===== src/csd_regs.vh =====
`ifndef CSD_REGS_VH
`define CSD_REGS_VH
// Channel count and register layout
`define CSD_CHANNELS        8
`define CSD_CH_STRIDE       32'h00000010
`define CSD_OFF_CS          4'h0
`define CSD_OFF_IF0         4'h4
`define CSD_OFF_IF1         4'h8
`define CSD_OFF_IF2         4'hC
`define CSD_OFF_CMD         8'h80
`define CSD_CS_RESET        32'h00000000
// Command codes
`define CSD_CMD_HALT_ALL    32'h00000800
`define CSD_CMD_IGNORE_BIT  31
// Status field positions
`define CSD_FLT_BYTE        24
`define CSD_STATE_BYTE      16
`define CSD_STAT_BYTE       8
`define CSD_LFLT_BYTE       0
`define CSD_STAT_NOT_READY  7
`define CSD_STAT_NO_ID      6
`define CSD_STAT_COM_ERR    5
`define CSD_STAT_RFAULT     0
// Firmware revision from which byte 3 carries remote faults
`define CSD_REV_RFAULT      8'h1D
// Element descriptor encodings
`define CSD_DSC_TYPE        8'hA0
`define CSD_DSC_SIZE_MAX    8'h60
`define CSD_DSC_ETYPE_MAX   8'h07
`define CSD_DIR_IN          8'h00
`define CSD_DIR_BI          8'h40
`define CSD_DIR_OUT         8'h80
`define CSD_PTR_END         16'h0000
`define CSD_STR_END         8'h00
`endif


===== src/csd_mem.v =====
`timescale 1ns/1ps
// Small word memory with registered read data
module csd_mem #(
    parameter DW = 32,
    parameter AW = 5
) (
    // Clock
    input  wire          i_clk,
    // Write port
    input  wire          i_we,
    input  wire [AW-1:0] i_waddr,
    input  wire [DW-1:0] i_wdata,
    // Read port
    input  wire [AW-1:0] i_raddr,
    output reg  [DW-1:0] o_rdata
);
    reg [DW-1:0] mem [0:(1<<AW)-1];

    // Write and registered read; read of a word being written sees old data
    always @(posedge i_clk) begin
        if (i_we) begin
            mem[i_waddr] <= i_wdata;
        end
        o_rdata <= mem[i_raddr];
    end
endmodule


===== src/csd_bank.v =====
// How it works
// - Host mode byte selects remote mode at start
// - Interface word 0 holds unit number
// - Interface word 1 holds name, LSB first
// - Word 2: global pointer high, process low
// - Pointers zero without discovery support
// - Process data overwrites setup data
// - Status readable; normal-mode writes do nothing
// - Byte 3 remote faults from revision 29
// - Byte 2 carries link state code
// - Byte 1 communication status flags
// - Byte 0 sticky local faults, halt clears
// - Byte 3 remote faults after transfer
// - Pointer table ends at zero entry
// - Descriptor header order, record type A0
// - Element size 1 to 96 bits
// - Element type codes 0 to 7
// - Direction codes 00, 40, 80
// - Range fields carried as float words
// - Unit string ends at zero byte
// - Halt-all code stops every channel and clears its faults; mode bytes kept
`timescale 1ns/1ps
`include "csd_regs.vh"
module csd_bank (
    // Clock and reset
    input  wire        i_clk,
    input  wire        i_rst_n,
    // APB slave
    input  wire        i_psel,
    input  wire        i_penable,
    input  wire        i_pwrite,
    input  wire [31:0] i_paddr,
    input  wire [31:0] i_pwdata,
    output reg  [31:0] o_prdata,
    output reg         o_pready,
    output reg         o_pslverr,
    // Command to link engine
    output reg  [31:0] o_cmd,
    output reg         o_cmd_strobe,
    output reg         o_halt_all,
    input  wire        i_cmd_done,
    // Start completion from link engine
    input  wire        i_st_done,
    input  wire [2:0]  i_st_ch,
    input  wire        i_st_setup,
    input  wire        i_st_discovery,
    input  wire [31:0] i_st_unit,
    input  wire [31:0] i_st_name,
    input  wire [15:0] i_st_gptr,
    input  wire [15:0] i_st_pptr,
    input  wire [7:0]  i_st_rfault,
    // Incoming process data
    input  wire        i_pd_we,
    input  wire [2:0]  i_pd_ch,
    input  wire [1:0]  i_pd_word,
    input  wire [31:0] i_pd_data,
    // Transfer completion and link status
    input  wire [7:0]  i_xfer_done,
    input  wire [63:0] i_xfer_rfault,
    input  wire [63:0] i_lfault_set,
    input  wire [31:0] i_stat_flags,
    input  wire [63:0] i_link_state,
    input  wire [7:0]  i_fw_rev,
    // Outgoing process data read port
    input  wire [2:0]  i_out_ch,
    input  wire [1:0]  i_out_word,
    output wire [31:0] o_out_data,
    // Selected remote modes and channel state
    output reg  [63:0] o_mode,
    output reg  [7:0]  o_started,
    // Element descriptor checks
    input  wire        i_dsc_valid,
    input  wire [31:0] i_dsc_hdr,
    output reg         o_dsc_done,
    output reg         o_dsc_ok,
    output reg  [7:0]  o_dsc_size,
    output reg  [7:0]  o_dsc_etype,
    output reg  [7:0]  o_dsc_dir,
    input  wire        i_ptr_valid,
    input  wire [15:0] i_ptr,
    output reg         o_ptr_end,
    input  wire        i_chr_valid,
    input  wire [7:0]  i_chr,
    output reg         o_str_end
);
    localparam ST_IDLE = 4'b0001;
    localparam ST_W0   = 4'b0010;
    localparam ST_W1   = 4'b0100;
    localparam ST_W2   = 4'b1000;

    reg  [3:0]  state;
    reg  [3:0]  next_state;
    reg  [2:0]  st_ch;
    reg  [31:0] st_unit;
    reg  [31:0] st_name;
    reg  [31:0] st_ptrs;
    reg  [63:0] lflt;
    reg  [63:0] rflt;
    reg  [7:0]  setup_mode;
    reg         in_we;
    reg  [4:0]  in_waddr;
    reg  [31:0] in_wdata;
    reg  [31:0] cs_word;
    reg  [31:0] next_prdata;
    reg         next_err;
    wire [31:0] in_rdata;
    wire [2:0]  a_ch;
    wire [3:0]  a_off;
    wire [1:0]  a_word;
    wire        a_chan;
    wire        a_cmd;
    wire        a_if;
    wire        acc;
    wire        wr_take;
    wire        out_we;
    wire        halt;
    wire        rev_new;

    // Address decode: channels at 0x00..0x7F, command at 0x80
    assign a_ch    = i_paddr[6:4];
    assign a_off   = i_paddr[3:0];
    assign a_word  = i_paddr[3:2] - 2'h1;
    assign a_chan  = (i_paddr[31:7] == 25'h0000000) &&
                     (i_paddr[1:0] == 2'h0);
    assign a_cmd   = (i_paddr[31:0] == {24'h000000, `CSD_OFF_CMD});
    assign a_if    = a_chan && (a_off != `CSD_OFF_CS);
    assign acc     = i_psel && i_penable;
    assign wr_take = acc && i_pwrite && o_pready;
    assign out_we  = wr_take && a_if;
    assign halt    = wr_take && a_cmd && (i_pwdata == `CSD_CMD_HALT_ALL);
    assign rev_new = (i_fw_rev >= `CSD_REV_RFAULT);

    // Host-written outgoing words, read by the link engine
    csd_mem #(.DW(32), .AW(5)) u_out_mem (
        .i_clk   (i_clk),
        .i_we    (out_we),
        .i_waddr ({a_ch, a_word}),
        .i_wdata (i_pwdata),
        .i_raddr ({i_out_ch, i_out_word}),
        .o_rdata (o_out_data)
    );

    // Incoming words: setup data at start, then process data
    csd_mem #(.DW(32), .AW(5)) u_in_mem (
        .i_clk   (i_clk),
        .i_we    (in_we),
        .i_waddr (in_waddr),
        .i_wdata (in_wdata),
        .i_raddr ({a_ch, a_word}),
        .o_rdata (in_rdata)
    );

    // Per-channel mode, start, sticky local and remote fault state
    genvar g;
    generate
        for (g = 0; g < `CSD_CHANNELS; g = g + 1) begin : g_ch
            wire cs_wr = wr_take && a_chan && (a_ch == g) &&
                         (a_off == `CSD_OFF_CS);
            wire st_hit = i_st_done && (i_st_ch == g);
            always @(posedge i_clk or negedge i_rst_n) begin
                if (!i_rst_n) begin
                    o_mode[g*8 +: 8] <= 8'h00;
                    o_started[g]     <= 1'b0;
                    setup_mode[g]    <= 1'b0;
                    lflt[g*8 +: 8]   <= 8'h00;
                    rflt[g*8 +: 8]   <= 8'h00;
                end else begin
                    // Mode byte only taken while idle or in setup
                    if (cs_wr && (!o_started[g] || setup_mode[g]))
                        o_mode[g*8 +: 8] <= i_pwdata[31:24];
                    // Set wins over halt so no fault is lost
                    lflt[g*8 +: 8] <= (halt ? 8'h00 : lflt[g*8 +: 8]) |
                                      i_lfault_set[g*8 +: 8];
                    if (halt) begin
                        o_started[g]  <= 1'b0;
                        setup_mode[g] <= 1'b0;
                        rflt[g*8 +: 8] <= 8'h00;
                    end else if (st_hit) begin
                        o_started[g]  <= 1'b1;
                        setup_mode[g] <= i_st_setup;
                        rflt[g*8 +: 8] <= i_st_rfault;
                    end else if (i_xfer_done[g]) begin
                        rflt[g*8 +: 8] <= i_xfer_rfault[g*8 +: 8];
                    end
                end
            end
        end
    endgenerate

    // Start sequencer state
    always @(posedge i_clk or negedge i_rst_n) begin
        if (!i_rst_n) begin
            state   <= ST_IDLE;
            st_ch   <= 3'h0;
            st_unit <= 32'h00000000;
            st_name <= 32'h00000000;
            st_ptrs <= 32'h00000000;
        end else begin
            state <= next_state;
            if (i_st_done && (state == ST_IDLE)) begin
                st_ch   <= i_st_ch;
                st_unit <= i_st_unit;
                st_name <= i_st_name;
                st_ptrs <= i_st_discovery ?
                           {i_st_gptr, i_st_pptr} : 32'h00000000;
            end
        end
    end

    // Start data written over three cycles; process data otherwise
    always @* begin
        next_state = ST_IDLE;
        in_we      = i_pd_we;
        in_waddr   = {i_pd_ch, i_pd_word};
        in_wdata   = i_pd_data;
        case (state)
            ST_IDLE: begin
                next_state = (i_st_done && !halt) ? ST_W0 : ST_IDLE;
            end
            ST_W0: begin
                next_state = ST_W1;
                in_we      = 1'b1;
                in_waddr   = {st_ch, 2'h0};
                in_wdata   = st_unit;
            end
            ST_W1: begin
                next_state = ST_W2;
                in_we      = 1'b1;
                in_waddr   = {st_ch, 2'h1};
                in_wdata   = st_name;
            end
            ST_W2: begin
                next_state = ST_IDLE;
                in_we      = 1'b1;
                in_waddr   = {st_ch, 2'h2};
                in_wdata   = st_ptrs;
            end
            default: begin
                next_state = ST_IDLE;
            end
        endcase
    end

    // Status word of the addressed channel
    always @* begin
        cs_word = `CSD_CS_RESET;
        cs_word[`CSD_FLT_BYTE +: 8] =
            rev_new ? rflt[a_ch*8 +: 8] : 8'h00;
        cs_word[`CSD_STATE_BYTE +: 8] = i_link_state[a_ch*8 +: 8];
        cs_word[`CSD_STAT_BYTE + `CSD_STAT_NOT_READY] =
            i_stat_flags[a_ch*4 + 3];
        cs_word[`CSD_STAT_BYTE + `CSD_STAT_NO_ID] =
            i_stat_flags[a_ch*4 + 2];
        cs_word[`CSD_STAT_BYTE + `CSD_STAT_COM_ERR] =
            i_stat_flags[a_ch*4 + 1];
        cs_word[`CSD_STAT_BYTE + `CSD_STAT_RFAULT] =
            i_stat_flags[a_ch*4];
        cs_word[`CSD_LFLT_BYTE +: 8] = lflt[a_ch*8 +: 8];
    end

    // Read data and error select
    always @* begin
        next_prdata = 32'h00000000;
        next_err    = 1'b0;
        if (a_chan && (a_off == `CSD_OFF_CS))
            next_prdata = cs_word;
        else if (a_if)
            next_prdata = in_rdata;
        else if (a_cmd)
            next_prdata = o_cmd;
        else
            next_err = 1'b1;
    end

    // APB answer: ready on second access cycle
    always @(posedge i_clk or negedge i_rst_n) begin
        if (!i_rst_n) begin
            o_pready  <= 1'b0;
            o_pslverr <= 1'b0;
            o_prdata  <= 32'h00000000;
        end else begin
            o_pready  <= acc && !o_pready;
            o_pslverr <= acc && !o_pready && next_err;
            if (acc && !o_pready)
                o_prdata <= i_pwrite ? 32'h00000000 : next_prdata;
        end
    end

    // Command register; a new write wins over completion
    always @(posedge i_clk or negedge i_rst_n) begin
        if (!i_rst_n) begin
            o_cmd        <= 32'h00000000;
            o_cmd_strobe <= 1'b0;
            o_halt_all   <= 1'b0;
        end else begin
            o_cmd_strobe <= 1'b0;
            o_halt_all   <= halt;
            if (wr_take && a_cmd && !i_pwdata[`CSD_CMD_IGNORE_BIT]) begin
                o_cmd        <= i_pwdata;
                o_cmd_strobe <= 1'b1;
            end else if (i_cmd_done) begin
                o_cmd <= 32'h00000000;
            end
        end
    end

    // Descriptor header, pointer table and string checks
    always @(posedge i_clk or negedge i_rst_n) begin
        if (!i_rst_n) begin
            o_dsc_done  <= 1'b0;
            o_dsc_ok    <= 1'b0;
            o_dsc_size  <= 8'h00;
            o_dsc_etype <= 8'h00;
            o_dsc_dir   <= 8'h00;
            o_ptr_end   <= 1'b0;
            o_str_end   <= 1'b0;
        end else begin
            o_dsc_done <= i_dsc_valid;
            o_ptr_end  <= i_ptr_valid && (i_ptr == `CSD_PTR_END);
            o_str_end  <= i_chr_valid && (i_chr == `CSD_STR_END);
            if (i_dsc_valid) begin
                o_dsc_size  <= i_dsc_hdr[15:8];
                // Type code tells the host whether the range words apply
                o_dsc_etype <= i_dsc_hdr[23:16];
                o_dsc_dir   <= i_dsc_hdr[31:24];
                o_dsc_ok    <= (i_dsc_hdr[7:0] == `CSD_DSC_TYPE) &&
                    (i_dsc_hdr[15:8] != 8'h00) &&
                    (i_dsc_hdr[15:8] <= `CSD_DSC_SIZE_MAX) &&
                    (i_dsc_hdr[23:16] <= `CSD_DSC_ETYPE_MAX) &&
                    ((i_dsc_hdr[31:24] == `CSD_DIR_IN) ||
                     (i_dsc_hdr[31:24] == `CSD_DIR_BI) ||
                     (i_dsc_hdr[31:24] == `CSD_DIR_OUT));
            end
        end
    end
endmodule


===== config.mk =====
export PLATFORM = sky130hd
export DESIGN_NAME = csd_bank
export DESIGN_NICKNAME = d
export VERILOG_FILES = /design/src/csd_mem.v /design/src/csd_bank.v
export VERILOG_INCLUDE_DIRS = /design/src
export SDC_FILE = /design/constraint.sdc
export NUM_CORES = 2
export LEC_CHECK = 0
export BUFFER_PORTS_ARGS = -buffer_cell sky130_fd_sc_hd__buf_2
export CAP_MARGIN = 20
export CELL_PAD_IN_SITES_DETAIL_PLACEMENT = 0
export CELL_PAD_IN_SITES_GLOBAL_PLACEMENT = 1
export CORE_UTILIZATION = 50
export DETAILED_ROUTE_END_ITERATION = 8
export GPL_TIMING_DRIVEN = 0
export PLACE_DENSITY = 0.84
export SLEW_MARGIN = 0
export SYNTH_ARGS = -nofsm -noshare
export SYNTH_HDL_FRONTEND = slang
export SYNTH_SLANG_ARGS = --single-unit

===== constraint.sdc =====
create_clock -name i_clk -period 3.9 [get_ports i_clk]
set_input_delay 0.78 -clock i_clk [delete_from_list [all_inputs] [get_ports i_clk]]
set_output_delay 0.78 -clock i_clk [all_outputs]
set_load 0.01 [all_outputs]

# Word level (Yosys, flattened, before mapping)
# Memories as Yosys holds them, arrays and structs flattened. A register that Yosys moved wholly into a read port is not among the register bits.
# Index checks and enable logic that the tools add are counted.
word_totals:
  regBits: 407
  latchBits: 0
  mem_bits_rw: 2048
  mem_bits_ro: 0
  inputBits: 522
  wordCells: 300
  n_memories: 2
op_classes:
  add_sub_neg: 4
  n_mul: 0
  div: 0
  order_cmp: 7
  eq_ne: 23
  shifts: 3
  muxes: 93
  n_bitwise: 8
  n_reduce_logical: 102
mem_list:
  columns: ["name", "depth", "word_bits", "read_ports", "rd_clocked_by_memory_dff", "write_ports", "line_no", "text"]
  rows:
  - ["u_in_mem.mem", 32, 32, 1, 1, 1, "csd_mem.v:17", "reg [DW-1:0] mem [0:(1<<AW)-1];"]
  - ["u_out_mem.mem", 32, 32, 1, 1, 1, "csd_mem.v:17", null]
op_table:
  columns: ["operator", "count"]
  rows:
  - ["$mux W8", 33]
  - ["$mux W32", 7]
  - ["$shiftx A64 B7 Y8", 3]
  - ["$pmux W32 S3", 1]
  - ["$or A8 B8 Y8", 8]
  - ["$logic_and A1 B1 Y1", 53]
  - ["$mux W1", 45]
  - ["$eq A32 B12 Y1 const B", 1]
  - ["$eq A32 B8 Y1 const B", 1]
  - ["$logic_not A25 Y1", 1]
  - ["$eq A3 B3 Y1 const B", 8]
  - ["$reduce_bool A3 Y1", 8]
  - ["$lt A6 B6 Y1 const B", 3]
  - ["$reduce_bool A2 Y1", 9]
  - ["$eq A8 B8 Y1 const B", 2]
  - ["$logic_not A16 Y1", 1]
  - ["$logic_not A8 Y1", 2]
  - ["$bmux W1 S5", 3]
  - ["$pmux W5 S3", 1]
  - ["$add A5 B2 Y6 const B", 2]
  - ["$eq A3 B2 Y1 const B", 4]
  - ["$pmux W4 S3", 1]
  - ["$logic_not A1 Y1", 11]
  - ["$logic_or A1 B1 Y1", 10]
  - ["20 further kinds", 22]

# Logic depth before layout (Yosys ltp)
logic_depth:
  depth_word: 9
  depth_mapped: 14

# Modules after synthesis
# Synthesis repeated with hierarchy kept, for this count alone.
hier_totals:
  cells_unflattened: 6515
  hier_area_um2: 101361.0
by_module_without_submodules:
  columns: ["mod", "instances", "cells_each", "area_per_inst_um2", "seq_area_each_um2"]
  rows:
  - ["csd_mem at u_in_mem", 1, 2260, 40492.6, 31390.1]
  - ["csd_mem at u_out_mem", 1, 2260, 40485.1, 31390.1]
  - ["csd_bank", 1, 1995, 20383.3, 10186.0]

# Worst setup path after synthesis
# OpenSTA, ideal clock, no wires.
synth_timing:
  kind: "input port to flip-flop"
  start: "input i_paddr[2]"
  end: "memory u_out_mem.mem[24][0] (enable)"
  t_arrival_ps: 4524
  required_time_ps: 3479
  slack_ps: -1046
  cell_stages: 10
  path_cell_list: "clkbuf_1 > buf_2 > buf_2 > clkinv_1 > clkbuf_1 > ha_1 > clkbuf_1 > nor2_1 > nand3_1 > nor2_1"
synth_between:
  elab_chain_cells: 5
  elab_cells_between_ends: 6
  classes_between: "1 x add/sub; 2 x mux; 3 x reduce/logical"
synth_rtl:
  columns: ["element", "line_no", "text"]
  rows:
  - ["start, declared", "csd_bank.v:32", "input wire [31:0] i_paddr,"]
  - ["$reduce_bool A4 Y1 (no source line)", null, null]
  - ["$logic_and A1 B1 Y1", "csd_bank.v:126", "assign a_if = a_chan && (a_off != `CSD_OFF_CS);"]
  - ["$logic_and A1 B1 Y1", "csd_bank.v:129", "assign out_we = wr_take && a_if;"]
  - ["$mux W1", "csd_mem.v:21", "if (i_we) begin"]
  - ["$mux W1 (implied by the code)", "csd_mem.v:22", "mem[i_waddr] <= i_wdata;"]
  - ["end, declared", "csd_mem.v:17", null]
# Several ways; a longest one is shown, not always the timed one.

# Worst setup path in the final report
layout_timing:
  start: "input i_paddr[2]"
  end: "register u_in_mem.o_rdata[22], read port of u_in_mem.mem"
layout_between:
  elab_chain_cells: 1
layout_rtl:
  columns: ["element", "line_no", "text"]
  rows:
  - ["$sub A2 B1 Y2", "csd_bank.v:122", "assign a_word = i_paddr[3:2] - 2'h1;"]
  - ["end, declared", "csd_mem.v:15", "output reg [DW-1:0] o_rdata"]
# Every way passes these cells.
# A chain may end at the register's enable or synchronous reset.

==> flow_metrics.tcl <==
set metrics [dict create \
    finalWorstSetupSlack_ns -0.101 \
    leakage_nw 41.3 \
    insertion_delay_ns 0.90 \
    place_congestion 0.927 \
    nets 6851 \
    cts_buffers 240 \
    wirelength_mm 298 \
    detail_route.wl_per_cell_um 32.5 \
    synth_mux_area_frac 0.162 \
    async_flop_share 0.162 \
    drive_gt1_frac 0.317 \
    ys_seq_elements 2519 \
    detailed_place_hpwl_mm 203 \
    crit_path_end_kind "flip-flop" \
    fin_crit_sh 1.03 \
    hp-class "in -> reg" \
    cts-root-buf "clkbuf_16" \
    port_buffers 697 \
    cap_viol_max_count 0 \
    drc 0 \
    grt.overflow.total 0 \
    netlist_area_sq_mm 0.0983 \
    clk_pin_slew_ns 0.06 \
    grt_antenna_before_repair 19 \
    maxSlewHeadroom 0.199 \
    layout_min_cycle_time_ns 4.00 \
    dieArea_sq_mm 0.198 \
    synthSimpleGateAreaFrac 0.0399 \
    h-tree-depth 4 \
    vdd_drop_max_mv 0.508 \
    p_sw_frac 0.244 \
    status "finished, violations left" \
    die_w_um 445 \
    synth-compound-area-share 0.0410 \
    grt_pass1_wl_mm 418 \
    synthXorXnorAreaFrac 0.0000891 \
    synth_cell_type_count 63 \
    initial_utilization 0.504 \
    drt_iter0_markers 7935 \
    crit_fanout 12 \
    synth_top_flop_cell "edfxtp_1" \
    num_rows 162 \
    criticalPathCategory "in -> reg" \
    viasPerCell 6.28 \
    grt_max_degree 122 \
    core_sq_mm 0.195 \
    grt_pass1_vias 57700 \
    required_ns 4.55 \
    intPower_mw 46.5 \
    final_cell_mix "2048 x edfxtp_1, 771 x buf_2, 551 x mux4_2, 529 x nand2_1, 406 x dfrtp_1" \
    slew_violations 0 \
    grt_usage 0.298 \
    hold_viol 0 \
    clock_power_share 0.385 \
    vias 57600 \
    nFillCells 13900 \
    cts_tree "yes" \
    drtAntennaViolNets 0 \
    synth_fa_ha_area_frac 0.000636 \
    clockBufferDepth 3 \
    clock_skew_ns 0.0505 \
    setup-violations-final 66 \
    clock.fmax_mhz 250 \
    synth.avg_cell_area_sq_um 18.8 \
    dr.pass1.iters 9 \
    area_growth_pct 18.6 \
    utilization 0.597 \
    tns_ns -1.68 \
    synth_top_family_by_area "multiplexers" \
    worst_pin_slew_ns 1.20 \
    startpoint_type "primary input" \
    p_seq_frac 0.512 \
    p_switching_mw 15.0 \
    synthCells 5234 \
    ios 722 \
    yosysWarnings 0 \
    cts.sink_count 2519 \
    ys_seq_area_frac 0.742 \
    p_per_area_mw_per_mm2 527 \
    dieHeight_um 445 \
    violations "negative setup slack" \
    synth_edf_count 2048 \
    final_common_cell "edfxtp_1" \
    worstPathArrival_ns 4.65 \
    p_comb_frac 0.103 \
    synth_nets 5761 \
]
-- path summary, 6_finish.rpt --
check	from	endpoint	slack (ns)	depth (start not counted)
setup / recovery	i_paddr[2]	u_in_mem.o_rdata[22]$_DFF_P_	-0.10	14
hold / removal	i_lfault_set[3]	lflt[3]$_DFF_PN0_	0.07	2
setup reg to reg	state[3]$_DFF_PN0_	u_in_mem.mem[3][30]$_DFFE_PP_	0.12	8
hold reg to reg	lflt[63]$_DFF_PN0_	lflt[63]$_DFF_PN0_	0.47	1
max in group asynchronous	i_rst_n	o_dsc_etype[4]$_DFFE_PN0P_	1.79	4
min in group asynchronous	i_rst_n	rflt[33]$_DFFE_PN0P_	0.51	2
-- critical path, stage by stage --
cell      delay, ns
buf_4          0.27
buf_6          0.29
buf_4          0.35
clkinv_2       0.27
clkbuf_4       0.34
ha_4           0.44
clkbuf_2       0.29
clkbuf_4       0.31
buf_8          0.18
mux4_2         0.31
mux2i_1        0.15
nor2_1         0.08
a31oi_1        0.23
o211ai_1       0.29
-- Yosys cell counts, types with 24 or more instances --
library cell | instances | area [sq um]
a211oi_1 | 66 | 495
a21o_1 | 64 | 480
a21oi_1 | 81 | 405
a221oi_1 | 54 | 473
a222oi_1 | 32 | 320
a22o_1 | 34 | 298
a22oi_1 | 47 | 353
buf_1 | 49 | 184
buf_2 | 77 | 385
clkbuf_1 | 207 | 777
dfrtp_1 | 406 | 10200
dfxtp_1 | 64 | 1280
edfxtp_1 | 2048 | 61500
mux2_2 | 103 | 1160
mux2i_1 | 231 | 2310
mux4_2 | 551 | 12400
nand2_1 | 530 | 1990
nand2b_1 | 36 | 225
nand3_1 | 60 | 300
nor2_1 | 174 | 653
nor2b_1 | 26 | 163
o211ai_1 | 24 | 180
o21ai_0 | 79 | 395
-- metal layers --
metal	share of wire	global-route usage	vias to the layer above
met5	0.00037	0	-
met4	0.053	0.140	18
met3	0.11	0.0698	670
met2	0.48	0.477	3916
met1	0.36	0.386	29800
li1	-	-	23200
-- registers in the layout (all words and copies together), names as in the netlist, 32 cells and up --
register and cells:
st_ptrs 32, u_out_mem.mem 1024, st_name 32, u_in_mem.mem 1024
o_mode 64, o_cmd 32, rflt 64, u_in_mem.o_rdata 32
u_out_mem.o_rdata 32, st_unit 32, lflt 64, o_prdata 32
-- cell families (layout without fill, tap and decap cells) --
group | after synthesis | after routing
XOR/XNOR | 1 | 1
AO/OA/AOI/OAI | 555 | 555
adder cells (fa/ha/maj) | 5 | 5
other | 0 | 11
buffers and inverters | 355 | 1658
flip-flops | 2519 | 2519
multiplexers | 885 | 885
AND/OR/NAND/NOR | 914 | 914
-- power by group through the flow --
stage / sequential, mW / clock [mW] / combinational, mW
2_1_floorplan: 31.9 / 0 / 3.17
3_3_place_gp: 32.0 / 0 / 5.50
3_5_place_dp: 32.0 / 0 / 5.88
4_1_cts: 31.5 / 23.8 / 5.94
5_1_grt: 31.5 / 24.8 / 6.65
6_report: 31.5 / 23.7 / 6.31
-- repair_timing --
action,CTS,global route
setup endpoints to repair,1333,81
setup buffers,41,7
hold buffers,2,0
endpoints found under the hold margin,98,0
pin swaps,23,4
gates resized for setup,62,6
-- per-stage QoR --
stage / instance area [sq um] / cells / setup slack [ns] / total power [mW] / hold slack [ns]
global route: 117000 / 9163 / -0.00178 / 63.0 / 0.0250
finish: 117000 / 9172 / -0.101 / 61.5 / 0.0653
floorplan: 98600 / 5234 / 0.0619 / 35.0 / 0.438
detailed placement: 107000 / 8636 / -3.57 / 37.9 / 0.455
global placement: 105000 / 8555 / -6.27 / 37.5 / 0.453
CTS: 116000 / 9132 / 0.0691 / 61.2 / 0.00971
-- cell type report --
class	instances	area, sq um	share of cell area
Clock buffer	306	6500	0.0557
Timing Repair Buffer	850	6280	0.0538
Tap cell	2624	3280	0.0282
Antenna cell	11	27.5	0.000236
Multi-Input combinational cell	2360	24500	0.210
Sequential cell	2519	73000	0.626
Inverter	20	76.3	0.000655
Clock inverter	149	1530	0.0131
Buffer	333	1460	0.0125
(Power assumes the default switching activity.)
